`src/eia_pkg.sv`:
```
`default_nettype none
package eia_pkg;
  // ---------------------------------------------------------------
  // opcode fields and decoder constants
  // ---------------------------------------------------------------
  localparam int          DATA_ADDR_W      = 12;
  localparam int          PTR_W            = 12;
  localparam int          PC_W             = 21;
  localparam int          OPC_W            = 16;
  localparam int          F_LSB            = 0;
  localparam int          F_W              = 8;
  localparam int          ACC_SEL_BIT      = 8;
  localparam int          DEST_BIT         = 9;
  localparam logic [7:0]  IDX_LIMIT        = 8'h5f;
  localparam logic [7:0]  ACC_SPLIT        = 8'h60;
  localparam logic [3:0]  ACC_HI_BANK      = 4'hf;
  localparam logic [7:0]  PSUB_OPC_HI      = 8'he9;
  localparam int          PSUB_SEL_LSB     = 6;
  localparam logic [1:0]  PSUB_RET_SEL     = 2'h3;
  localparam int          PSUB_K_W         = 6;
  localparam int          STACK_PTR_IDX    = 2;
  localparam logic [PTR_W-1:0] PTR_RESET   = 12'h000;
  localparam logic [PC_W-1:0]  PC_RESET    = 21'h00000;
  localparam real         CLK_PERIOD_NS    = 20.0;
  localparam int          RET_IDLE_CYCLES  = 1;

  typedef enum logic [1:0] {
    EIA_RUN  = 2'b00,
    EIA_IDLE = 2'b01
  } eia_state_e;
endpackage
`default_nettype wire

```
`src/eia_decoder.sv`:
```
`timescale 1ns/100ps
`default_nettype none
// Notes on behaviour
// - one enable gates extended opcodes and indexing
// - disabled: access bank or bank-select literal
// - indexed address is stack pointer plus field
// - only fields up to 5Fh are indexed
// - remap covers byte and bit instructions with the access bit (a) clear only
// - zero stack pointer matches access RAM
// - destination bit keeps its meaning
// - d=0 to working reg, d=1 to file
module eia_decoder #(
  parameter int PTR_WIDTH = eia_pkg::PTR_W
) (
  input  wire logic                          clk_sys,
  input  wire logic                          sys_rst,
  input  wire logic                          clk_en,
  input  wire logic                          ext_enable,
  input  wire logic                          insn_valid,
  input  wire logic [eia_pkg::OPC_W-1:0]     opcode,
  input  wire logic                          file_operand_insn,
  input  wire logic [3:0]                    bank_select_reg,
  input  wire logic [eia_pkg::PC_W-1:0]      return_stack_top,
  output logic [eia_pkg::DATA_ADDR_W-1:0]    operand_addr,
  output logic                               indexed_access,
  output logic                               dest_to_wreg,
  output logic                               dest_to_file,
  output logic [PTR_WIDTH-1:0]               indirect_pointer_reg [3],
  output logic [eia_pkg::PC_W-1:0]           pc_load_value,
  output logic                               pc_load,
  output logic                               pop_return,
  output logic                               idle_cycle,
  output logic                               illegal_ext_opcode
);
  // ---------------------------------------------------------------
  // decode helpers
  // ---------------------------------------------------------------
  function automatic logic in_index_window(input logic [7:0] f);
    return f <= eia_pkg::IDX_LIMIT;
  endfunction

  function automatic logic [3:0] access_bank_of(input logic [7:0] f);
    return (f >= eia_pkg::ACC_SPLIT) ? eia_pkg::ACC_HI_BANK : 4'h0;
  endfunction

  function automatic logic is_pointer_subtract(input logic [eia_pkg::OPC_W-1:0] op);
    return op[eia_pkg::OPC_W-1 -: 8] == eia_pkg::PSUB_OPC_HI;
  endfunction

  // ---------------------------------------------------------------
  // decode
  // ---------------------------------------------------------------
  eia_pkg::eia_state_e state;
  eia_pkg::eia_state_e next_state;
  wire logic [7:0] f_field   = opcode[eia_pkg::F_LSB +: eia_pkg::F_W];
  wire logic       acc_sel   = opcode[eia_pkg::ACC_SEL_BIT];
  wire logic       dest_bit  = opcode[eia_pkg::DEST_BIT];
  wire logic       run       = insn_valid && (state == eia_pkg::EIA_RUN);
  wire logic       psub_opc  = is_pointer_subtract(opcode);
  wire logic [1:0] psub_sel  = opcode[eia_pkg::PSUB_SEL_LSB +: 2];
  wire logic [5:0] psub_k    = opcode[eia_pkg::PSUB_K_W-1:0];
  wire logic       do_psub   = run && psub_opc && ext_enable;
  wire logic       do_ret    = do_psub && (psub_sel == eia_pkg::PSUB_RET_SEL);
  wire logic       use_index = ext_enable && file_operand_insn && !acc_sel
                               && in_index_window(f_field);
  wire logic [PTR_WIDTH-1:0] stack_ptr = indirect_pointer_reg[eia_pkg::STACK_PTR_IDX];
  wire logic [PTR_WIDTH-1:0] idx_addr  = stack_ptr + {{(PTR_WIDTH-8){1'b0}}, f_field};
  wire logic [3:0] lit_bank  = acc_sel ? bank_select_reg : access_bank_of(f_field);

  assign operand_addr       = use_index ? idx_addr[eia_pkg::DATA_ADDR_W-1:0] : {lit_bank, f_field};
  assign indexed_access     = use_index;
  assign dest_to_wreg       = file_operand_insn && !dest_bit;
  assign dest_to_file       = file_operand_insn && dest_bit;
  assign illegal_ext_opcode = run && psub_opc && !ext_enable;
  assign pc_load            = do_ret;
  assign pop_return         = do_ret;
  assign pc_load_value      = return_stack_top;
  assign idle_cycle         = (state == eia_pkg::EIA_IDLE);

  // ---------------------------------------------------------------
  // pointer registers
  // ---------------------------------------------------------------
  genvar gi;
  generate
    for (gi = 0; gi < 3; gi++) begin : g_ptr
      wire logic hit = do_psub && ((psub_sel == 2'(gi))
                       || (gi == eia_pkg::STACK_PTR_IDX && psub_sel == eia_pkg::PSUB_RET_SEL));
      always_ff @(posedge clk_sys or posedge sys_rst) begin
        if (sys_rst) begin
          indirect_pointer_reg[gi] <= eia_pkg::PTR_RESET;
        end else if (clk_en && hit) begin
          indirect_pointer_reg[gi] <= indirect_pointer_reg[gi] - {{(PTR_WIDTH-6){1'b0}}, psub_k};
        end
      end
    end
  endgenerate

  // ---------------------------------------------------------------
  // return idle cycle
  // ---------------------------------------------------------------
  assign next_state = do_ret ? eia_pkg::EIA_IDLE : eia_pkg::EIA_RUN;

  always_ff @(posedge clk_sys or posedge sys_rst) begin
    if (sys_rst) begin
      state <= eia_pkg::EIA_RUN;
    end else if (clk_en) begin
      case (state)
        eia_pkg::EIA_RUN:  state <= next_state;
        eia_pkg::EIA_IDLE: state <= eia_pkg::EIA_RUN;
        default:           state <= eia_pkg::EIA_RUN;
      endcase
    end
  end
endmodule // eia_decoder
`default_nettype wire

```
`config.mk`:
```
export PLATFORM = sky130hd
export DESIGN_NAME = eia_decoder
export DESIGN_NICKNAME = d
export VERILOG_FILES = /design/src/eia_pkg.sv /design/src/eia_decoder.sv
export SDC_FILE = /design/constraint.sdc
export NUM_CORES = 1
export LEC_CHECK = 0
export ABC_AREA = 1
export BUFFER_PORTS_ARGS = -buffer_cell sky130_fd_sc_hd__buf_2
export CORE_MARGIN = 5
export CORE_UTILIZATION = 48
export DETAILED_ROUTE_END_ITERATION = 16
export GPL_ROUTABILITY_DRIVEN = 0
export PLACE_DENSITY = 0.75
export SYNTH_ARGS = -nofsm -noshare
export SYNTH_HDL_FRONTEND = slang
export SYNTH_SLANG_ARGS = --single-unit
```
`constraint.sdc`:
```
create_clock -name clk_sys -period 2.2 [get_ports clk_sys]
set_input_delay 0.55 -clock clk_sys [delete_from_list [all_inputs] [get_ports clk_sys]]
set_output_delay 0.55 -clock clk_sys [all_outputs]
set_load 0.02 [all_outputs]
```
==> qor.csv, run 1 <==
stage,metric,value,unit
power,VDD IR max,205.6,uV
setup_path,CP startpoint,stack_ptr[5],
floorplan,core area,7807,sq um
cells_and_area,Area Growth Syn to Fin,38.01,%
global_routing,initial antenna violation count,0,
synth,Post-synth EDFFs,0,
timing,RSZ-0062 raised after global routing,yes,
timing,min Tclk post-route,2.550,ns
timing,# setup viols final,13,
timing,final worst slack,-0.3496,ns
timing,WHS,0.3531,ns
cells_and_area,fin util,69.01,%
global_routing,first-pass GRT wire length,19670,um
power,Pleak,3.073,nW
cells_and_area,ANT cells,0,
cts,CTS tree,built,
floorplan,Die W,100.2,um
setup_path,CP max FO,4,
global_routing,All-Layer GR Usage,23.84,%
setup_path,Worst Setup Start Kind,flip-flop,
synth,register area share after synthesis,23.72,%
synth,top-area cell type share of the netlist area,23.72,%
timing,Rel. slew slack,67.48,%
global_routing,GRT overflow,0,
setup_path,Worst Setup EP,operand_addr[9],
setup_path,CP Data Required Time,1.65,ns
setup_path,CP Class,flip-flop to output port,
floorplan,I/O pin count,123,
placement,post-DP HPWL,8888,um
setup_path,kind of end point of the critical path,output port,
floorplan,Rows,32,
cts,Num CTS Buffers,5,
timing,Setup Skew,0.006722,ns
cts,# hold bufs at CTS,0,
timing,Fin. Hold Viols,0,
setup_path,worst r2r src,stack_ptr[0],
synth,Mapped Area,3904,sq um
synth,largest cells by area after synthesis,"dfrtp_1, nand2_1, inv_1, ha_1, nand3_1",
timing,Max Slew Vio Count,0,
routing,DR pass1 iterations,5,
floorplan,Total Die Area,10040,sq um
run_status,failing checks,negative setup slack,
setup_path,Reg2Reg Depth,11,
power,power per cell area,314.0,nW/um^2
routing,via count,4471,
floorplan,die height,100.2,um
setup_path,r2r setup slk,0.29,ns
placement,"worst slack, placed",-0.3460,ns
cells_and_area,share of layout cells above drive strength 1,34.25,%
cts,root buf cell,clkbuf_8,
cells_and_area,"most common cell after layout, fill and taps aside",nand2_1,
synth,Post-synth ARST share,100.0,%
cts,CTS Buffer Depth,2,
cts,worst skew pair latency,0.30,ns
setup_path,arrival time of the worst setup path,2.00,ns
routing,initial detailed-routing violation count,184,
routing,Antenna Nets Post-Route,0,
run_status,outcome,"complete, but fails checks",
timing,Least-Margin Pin Slew,0.4878,ns
routing,DRC viols,0,
synth,mean post-synth cell area,6.167,sq um
routing,drt wl/cell,14.34,um
min_path,Hold/Removal Path Class,input port to asynchronous set/reset pin,
setup_path,Reg2Reg Capture Point,stack_ptr[4],
cts,CTS H-tree lvls,2,
floorplan,Initial Utilization,50.00,%
routing,Detailed Route WL,12390,um
synth,Synth warnings,0,
cells_and_area,nets@finish,838,
global_routing,pin count of the biggest net entering global routing,38,
placement,IO buf count,80,
timing,final worst-path cycle share,115.9,%
synth,post-synth net total,710,
job,MaxCap Viol Count,0,
global_routing,vias in the first global route,4385,
synth,post-synth top area cell,dfrtp_1,
cts,clk slew on worst S/H paths,0.08,ns
cells_and_area,"commonest cells after routing, fill and taps aside","nand2_1, inv_1, buf_2, buf_4, nand3_1",
power,Final Power,1.691,mW
synth,Netlist cell types,34,
synth,Post-Synthesis Cells,633,
synth,"flops & latches, synth",37,
routing,vias per std cell,5.175,
synth,"Primary FF master, synth",dfrtp_1,
cts,CTS Sinks,37,
timing,fmax,392.2,MHz
cells_and_area,Largest register FFs,24,
[timing repair]
| item | 4_1_cts | 5_1_grt |
|---|---|---|
| gates resized for setup | 63 | 38 |
| cloned | 1 | 2 |
| buffers inserted | 8 | 10 |
| pin swaps | 16 | 21 |
| setup endpoints to repair | 12 | 15 |
[where the power goes]
group          switching (mW)  internal [mW]
registers             0.00736          0.685
logic                   0.278          0.221
clock network           0.280          0.221
[cell usage after synthesis, types with 4 or more instances]
cell type / number
ha_1: 26
o21ai_0: 13
nand3_2: 4
buf_4: 22
nand3_1: 57
nand3b_1: 5
xor2_1: 9
nor3_1: 8
or2_2: 5
fa_1: 4
inv_1: 92
a21oi_1: 20
nor2_1: 48
nand2_1: 244
nand4_1: 8
dfrtp_1: 37
buf_2: 5
[per-layer routing]
metal  part of all wire, %  global-route usage, %  vias up  routed length (um)
met5                     0                      0        -                   0
met3                   6.0                  3.753       34                 743
li1                      -                      -     2209                   -
met4                   3.6                  10.05        0                 442
met1                    39                  27.46     2050                4811
met2                    52                  43.43      178                6392
[cell type report]
cell class / count / area, sq um
Inverter: 95 / 370.4
Tap cell: 102 / 127.6
Sequential cell: 37 / 930.9
Fill cell: 662 / 2420
Timing Repair Buffer: 152 / 1140
Clock inverter: 2 / 10.01
Multi-Input combinational cell: 470 / 2736
Clock buffer: 6 / 72.57
[critical path, stage by stage, from the launching register on]
cell     delay, ns
dfrtp_2       0.45
ha_1          0.27
a21oi_2       0.23
nor2_1        0.09
a21oi_2       0.14
nand2_1       0.08
nand2_1       0.08
nand2_1       0.05
nand2_1       0.09
nand2_2       0.07
buf_6         0.14
[worst min path at each step]
stage / startpoint / depth (start not counted) / end
floorplan: stack_ptr[0] / 2 / stack_ptr[0]
global placement: indirect_pointer_reg[14] / 2 / indirect_pointer_reg[14]
detailed placement: indirect_pointer_reg[14] / 2 / indirect_pointer_reg[14]
CTS: sys_rst / 3 / indirect_pointer_reg[24]
global route: sys_rst / 3 / indirect_pointer_reg[33]
finish: sys_rst / 3 / stack_ptr[1]
[kinds of logic (layout without fill, tap and decap cells)]
| group | count (synthesis) | after routing | synth area share [%] |
|---|---|---|---|
| adders and majority gates | 30 | 30 | 10.38 |
| AOI/OAI and AO/OA | 39 | 39 | 5.321 |
| buffers and inverters | 126 | 255 | 14.81 |
| DFF | 37 | 37 | 23.72 |
| xor gates and xnor gates | 11 | 11 | 2.468 |
| and+or+nand+nor | 390 | 390 | 43.30 |
[through the flow]
| step | TNS, ns | cell area (sq um) | std cells |
|---|---|---|---|
| floorplan | 0 | 4061 | 633 |
| global placement | -2.332 | 4735 | 835 |
| detailed placement | -2.800 | 4735 | 835 |
| CTS | -2.332 | 5141 | 852 |
| global route | -3.596 | 5388 | 864 |
| finish | -2.635 | 5388 | 864 |
Note: power is estimated with default switching activity, not from simulation.
==> run 2: changes to the inputs <==
--- a/config.mk
+++ b/config.mk
@@ -6,12 +6,12 @@
 export NUM_CORES = 1
 export LEC_CHECK = 0
 export ABC_AREA = 1
-export BUFFER_PORTS_ARGS = -buffer_cell sky130_fd_sc_hd__buf_2
 export CORE_MARGIN = 5
-export CORE_UTILIZATION = 48
+export CORE_UTILIZATION = 65
 export DETAILED_ROUTE_END_ITERATION = 16
+export DONT_BUFFER_PORTS = 1
 export GPL_ROUTABILITY_DRIVEN = 0
-export PLACE_DENSITY = 0.75
+export PLACE_DENSITY = 0.77
 export SYNTH_ARGS = -nofsm -noshare
 export SYNTH_HDL_FRONTEND = slang
 export SYNTH_SLANG_ARGS = --single-unit
==> constraint.sdc (replaced) <==
create_clock -name clk_sys -period 2.6 [get_ports clk_sys]
set_input_delay 0.65 -clock clk_sys [delete_from_list [all_inputs] [get_ports clk_sys]]
set_output_delay 0.65 -clock clk_sys [all_outputs]
set_load 0.02 [all_outputs]
==> run 2 against run 1 <==
  * The run still ends with negative setup slack left
  * Clock-buffer cell count down 1
  * Via count down 11%
  * Hold slack better by 0.0061 ns
  * Design area down 19%
  * Final cell count down 16%
  * Combinational power down 44%
  * Clock power up 5.6%
  * Wire length down 16%
  * Worst setup slack better by 0.31 ns
  * Core utilization up 4.8 points
  * Die area down 24%
  * Global-route usage up 2.9 points
  * Largest cell class unchanged
  * Highest routed layer unchanged
==> qor.csv, run 2 (synthesized netlist as in run 1, its figures left out) <==
stage,metric,value,unit,change
setup_path,CP Class,flip-flop to output port,,
global_routing,All-Layer GR Usage,26.73,%,+2.9 points
cts,# hold bufs at CTS,0,,unchanged
timing,Final TNS setup,-0.04389,ns,+2.591 ns
timing,Setup Skew,0.01326,ns,+0.006536 ns
timing,RSZ-0062 raised after global routing,yes,,
routing,DR pass1 iterations,5,,unchanged
floorplan,Total Die Area,7655,sq um,-24%
job,MaxCap Viol Count,0,,unchanged
cts,CTS tree,built,,
routing,M1 WL,4036,um,-16%
cells_and_area,"commonest cells after routing, fill and taps aside","nand2_1, inv_1, nand3_1, nor2_1, buf_4",,
placement,IO buf count,0,,-100%
timing,final worst-path cycle share,101.6,%,
run_status,outcome,"complete, but fails checks",,
routing,met3 routed wirelength,693,um,-6.7%
cells_and_area,share of layout cells above drive strength 1,15.43,%,-19 points
setup_path,kind of end point of the critical path,output port,,
cells_and_area,fin util,73.83,%,+4.8 points
setup_path,CP max FO,3,,-1
setup_path,r2r setup slk,0.52,ns,+0.23 ns
power,Pleak,2.464,nW,-20%
routing,vias per std cell,5.490,,+6.1%
global_routing,vias in the first global route,3666,,-16%
floorplan,die height,87.50,um,-13%
timing,fmax,378.7,MHz,
routing,highest metal used,met4,,
timing,Rel. slew slack,61.37,%,-6.1 points
cts,worst skew pair latency,0.30,ns,about the same
routing,met2 WL,5451,um,-15%
placement,post-DP HPWL,8064,um,-9.3%
cts,Num CTS Buffers,5,,unchanged
setup_path,Reg2Reg Depth,13,,+2
setup_path,Worst Setup Start Kind,flip-flop,,
routing,via count,3969,,-11%
floorplan,I/O pin count,123,,unchanged
cts,clk slew on worst S/H paths,0.09,ns,about the same
global_routing,initial antenna violation count,0,,unchanged
cells_and_area,ANT cells,0,,unchanged
timing,Max Slew Vio Count,0,,unchanged
cells_and_area,nets@finish,724,,-14%
timing,final worst slack,-0.04073,ns,+0.3088 ns
timing,Least-Margin Pin Slew,0.5775,ns,+0.08978 ns
cells_and_area,Largest register FFs,24,,unchanged
routing,DRC viols,0,,unchanged
timing,Fin. Hold Viols,0,,unchanged
cts,CTS Buffer Depth,2,,unchanged
setup_path,CP Data Required Time,1.95,ns,+0.30 ns
power,power per cell area,321.6,nW/um^2,+2.4%
floorplan,Rows,28,,-13%
cells_and_area,"most common cell after layout, fill and taps aside",nand2_1,,
cts,CTS Sinks,37,,unchanged
power,VDD IR max,257.1,uV,+25%
global_routing,GRT overflow,0,,unchanged
min_path,Hold/Removal Path Class,input port to asynchronous set/reset pin,,
routing,drt wl/cell,14.35,um,about the same
cells_and_area,Area Growth Syn to Fin,11.31,%,
routing,Detailed Route WL,10380,um,-16%
floorplan,core area,5886,sq um,-25%
setup_path,Reg2Reg Capture Point,stack_ptr[8],,
floorplan,Initial Utilization,66.33,%,+16 points
global_routing,first-pass GRT wire length,16280,um,-17%
cts,CTS H-tree lvls,2,,unchanged
setup_path,worst r2r src,stack_ptr[0],,
global_routing,pin count of the biggest net entering global routing,38,,unchanged
routing,initial detailed-routing violation count,158,,-14%
routing,Antenna Nets Post-Route,0,,unchanged
cts,root buf cell,clkbuf_8,,
timing,# setup viols final,2,,-11
setup_path,arrival time of the worst setup path,1.99,ns,about the same
run_status,failing checks,negative setup slack,,
timing,min Tclk post-route,2.641,ns,
floorplan,Die W,87.50,um,-13%
[run 2: changes by cell type in the layout (fill, tap and decap cells not counted), moves of 4 or more]
| cell | previous run | this run |
|---|---|---|
| ha_4 | 9 | 5 |
| nor2_4 | 7 | 1 |
| nand2_1 | 226 | 237 |
| buf_2 | 66 | 0 |
| buf_4 | 62 | 37 |
| buf_6 | 17 | 1 |
| nand2_2 | 18 | 7 |
| o21ai_0 | 5 | 10 |
| nand3_2 | 9 | 5 |
| nor2_1 | 38 | 43 |
| inv_2 | 15 | 4 |
| inv_1 | 75 | 89 |
[run 2: power by group]
part / switching, mW / total, mW / internal, mW
registers: 0.0102 / 0.590 / 0.579
clock network: 0.240 / 0.528 / 0.288
logic: 0.175 / 0.280 / 0.105
[run 2: timing repair]
item	4_1_cts	5_1_grt
cloned	0	0
resized for setup	11	29
buffers inserted	0	2
pin swaps	1	5
endpoints found under the setup margin	7	9
[run 2: worst max-delay path, stage by stage (launching register included)]
cell and delay (ns):
dfrtp_1 0.38, ha_2 0.19, inv_2 0.04, fa_2 0.37, inv_2 0.11, nand2_1 0.08, nor3b_1 0.15, o21ai_1 0.11
o21ai_1 0.10, buf_4 0.17
[run 2: how the worst max path moves through the flow]
stage,end,start
finish,operand_addr[4],stack_ptr[0]
global route,operand_addr[4],stack_ptr[0]
CTS,operand_addr[10],stack_ptr[0]
detailed placement,operand_addr[10],opcode[0]
global placement,operand_addr[10],opcode[0]
floorplan,operand_addr[10],opcode[3]
[run 2: layout make-up]
cell class | instances | area (sq um)
clock buffers | 5 | 68.82
clock inverters | 3 | 46.29
fillers | 493 | 1540
inverters | 95 | 361.6
multi-input cells | 470 | 2557
flip-flops and latches | 37 | 928.4
well taps | 75 | 93.84
repair buffers | 38 | 289.0
[run 2: per-layer routing]
metal / GRT usage (%) / up-vias
met1: 29.93 / 1820
met5: 0 / -
li1: - / 1985
met2: 50.68 / 137
met4: 7.392 / 0
met3: 5.203 / 27
[run 2: per-stage QoR]
stage                     worst slack (ns)  area, sq um  hold slack, ns  cells  total power [mW]
after floorplan                    0.02082         3908          0.6022    633            0.8356
after global placement            -0.09172         4051          0.5326    713            0.8548
after detailed placement           -0.1143         4051          0.5530    713            0.8615
after CTS                        -0.004398         4200          0.3634    721             1.394
after global routing               -0.1355         4345          0.4018    723             1.471
final                             -0.04073         4345          0.3592    723             1.397
==> run 3: changes to the inputs <==
--- a/config.mk
+++ b/config.mk
@@ -12,6 +12,7 @@
 export DONT_BUFFER_PORTS = 1
 export GPL_ROUTABILITY_DRIVEN = 0
 export PLACE_DENSITY = 0.77
+export SKIP_CTS_REPAIR_TIMING = 1
 export SYNTH_ARGS = -nofsm -noshare
 export SYNTH_HDL_FRONTEND = slang
 export SYNTH_SLANG_ARGS = --single-unit
==> constraint.sdc (replaced) <==
create_clock -name clk_sys -period 2.93 [get_ports clk_sys]
set_input_delay 0.7325 -clock clk_sys [delete_from_list [all_inputs] [get_ports clk_sys]]
set_output_delay 0.7325 -clock clk_sys [all_outputs]
set_load 0.02 [all_outputs]
==> run 3 against run 2 <==
  * The flow now finishes without violations
  * Clock-buffer cell count is 2 higher
  * Sequential cell count stayed put
  * Worst setup slack better by 0.12 ns
  * Clock skew hardly changed
  * Sequential share of layout area is 1.2 points higher
  * Register-to-register slack better by 0.38 ns
  * Sequential power is 11% lower
  * Design area is 5.2% lower
  * Combinational power is 19% lower
  * Die area stayed put
  * First-iteration DRC count is 7.0% lower
  * Critical path type is now input port to output port
==> qor.csv, run 3 (synthesized netlist as in run 1, its figures left out) <==
stage,metric,value,unit,change
placement,"worst slack, placed",0.07377,ns,+0.1881 ns
global_routing,initial antenna violation count,0,,unchanged
power,power per cell area,283.1,nW/um^2,-12%
timing,final worst-path cycle share,97.23,%,
floorplan,Die W,87.50,um,unchanged
cells_and_area,ANT cells,0,,unchanged
timing,# setup viols final,0,,-2
setup_path,arrival time of the worst setup path,2.12,ns,+0.13 ns
cts,CTS Buffer Depth,2,,unchanged
cells_and_area,Largest register FFs,24,,unchanged
global_routing,GRT overflow,0,,unchanged
power,net switching power figure,356.5,uW,-16%
floorplan,I/O pin count,123,,unchanged
timing,Max Slew Vio Count,0,,unchanged
placement,IO buf count,0,,unchanged
timing,Rel. slew slack,59.36,%,-2.0 points
timing,Least-Margin Pin Slew,0.6076,ns,+0.03004 ns
cts,Num CTS Buffers,5,,unchanged
floorplan,Total Die Area,7655,sq um,unchanged
power,Comb pwr share,19.5,%,-0.5 points
timing,Final TNS setup,0,ns,+0.04389 ns
floorplan,core area,5886,sq um,unchanged
setup_path,CP Data Required Time,2.20,ns,+0.25 ns
cells_and_area,Area Growth Syn to Fin,5.481,%,
placement,dpl cells,703,,-1.4%
global_routing,first-pass GRT wire length,16160,um,-0.77%
routing,vias per std cell,5.392,,-1.8%
power,Pleak,2.411,nW,-2.1%
timing,min Tclk post-route,2.849,ns,
routing,via count,3834,,-3.4%
routing,DRC viols,0,,unchanged
timing,fmax,351.0,MHz,
cells_and_area,fin util,69.96,%,-3.9 points
run_status,outcome,"complete, no violations",,
cells_and_area,# fillers,548,,+11%
routing,DR pass1 iterations,4,,-1
min_path,Hold/Removal Path Class,input port to asynchronous set/reset pin,,
cells_and_area,register area,930.9,sq um,+0.27%
global_routing,All-Layer GR Usage,26.59,%,-0.13 points
cts,worst skew pair latency,0.30,ns,about the same
routing,Detailed Route WL,9893,um,-4.7%
power,Internal Power,809.4,uW,-17%
setup_path,Worst Setup Start Kind,input port,,
global_routing,vias in the first global route,3713,,+1.3%
setup_path,CP Class,input port to output port,,
timing,Fin. Hold Viols,0,,unchanged
routing,initial detailed-routing violation count,147,,-7.0%
cts,CTS H-tree lvls,2,,unchanged
cts,CTS tree,built,,
global_routing,pin count of the biggest net entering global routing,38,,unchanged
floorplan,Rows,28,,unchanged
placement,Placement Cell Area,3973,sq um,-1.9%
floorplan,die height,87.50,um,unchanged
cells_and_area,"commonest cells after routing, fill and taps aside","nand2_1, inv_1, nand3_1, nor2_1, dfrtp_1",,
job,MaxCap Viol Count,0,,unchanged
cells_and_area,nets@finish,712,,-1.7%
cts,CTS Sinks,37,,unchanged
power,Clock power frac,35.5,%,-2.3 points
placement,post-DP HPWL,7969,um,-1.2%
cells_and_area,Multi-input gate area,2439,sq um,-4.6%
floorplan,Initial Utilization,66.33,%,unchanged
setup_path,CP max FO,5,,+2
cells_and_area,"most common cell after layout, fill and taps aside",nand2_1,,
cells_and_area,share of layout cells above drive strength 1,10.06,%,-5.4 points
power,VDD IR max,199.0,uV,-23%
cells_and_area,post-route design area,4118,sq um,-5.2%
power,sequential group share of total power,45.0,%,+2.8 points
routing,Antenna Nets Post-Route,0,,unchanged
routing,drt wl/cell,13.91,um,-3.1%
cells_and_area,post-route insts no fill,711,,-1.7%
power,sw frac,30.58,%,+0.15 points
cts,clk slew on worst S/H paths,0.08,ns,about the same
cts,root buf cell,clkbuf_8,,
setup_path,kind of end point of the critical path,output port,,
timing,Setup Skew,0.01343,ns,+0.0001741 ns
timing,final worst slack,0.08104,ns,+0.1218 ns
==> run 3: changes by cell type in the layout (fill, tap and decap cells not counted), moves of 3 or more <==
cell / change
ha_1: +7
nand2_1: +5
nand2_2: -5
ha_2: -4
nor2_2: -5
buf_4: -11
ha_4: -3
inv_1: +3
nor2_1: +5
==> run 3: power by group through the flow <==
stage | registers [mW] | logic [mW] | clock network, mW
floorplan | 0.534 | 0.207 | 0
finish | 0.524 | 0.228 | 0.414
detailed placement | 0.534 | 0.223 | 0
global route | 0.525 | 0.257 | 0.447
CTS | 0.524 | 0.224 | 0.423
global placement | 0.534 | 0.218 | 0
==> run 3: worst paths after layout <==
check                           cells past startpoint         endpoint  slack (ns)         start
worst max-delay path                                9  operand_addr[4]        0.08     opcode[0]
worst min-delay path                                2     stack_ptr[4]        0.43       sys_rst
worst max register to register                     13     stack_ptr[8]        0.90  stack_ptr[0]
worst min register to register                      2     stack_ptr[1]        0.53  stack_ptr[1]
max in group asynchronous                           2     stack_ptr[7]        2.14       sys_rst
min in group clk_sys                                2     stack_ptr[1]        0.53  stack_ptr[1]
==> run 3: layer usage <==
layer / up-vias / part of all wire (%) / wire [um] / GRT usage, %
met5: - / 0 / 0 / 0
met4: 0 / 2.6 / 255 / 10.60
met3: 32 / 6.5 / 640 / 6.149
met2: 97 / 52 / 5114 / 49.25
met1: 1749 / 39 / 3883 / 28.82
li1: 1956 / - / - / -
==> run 3: cell type report <==
type / instances / share of cell area [%]
clock buffer: 7 / 2.340
clock inverter: 1 / 0.1215
inverter: 95 / 8.690
multi-input combinational: 470 / 59.22
sequential: 37 / 22.61
tap: 75 / 2.279
timing repair buffer: 26 / 4.740
==> run 3: critical path, cell delays in order <==
cell	delay, ns
ha_1	0.14
inv_1	0.05
fa_1	0.37
inv_1	0.10
nand2_1	0.07
nor3b_1	0.14
o21ai_0	0.17
o21ai_0	0.15
buf_4	0.18
==> run 3: stage by stage <==
step	hold slack, ns	total power [mW]
detailed placement	0.5078	0.7576
global route	0.4783	1.229
finish	0.4311	1.166
floorplan	0.6022	0.7410
global placement	0.4983	0.7520
CTS	0.4433	1.171
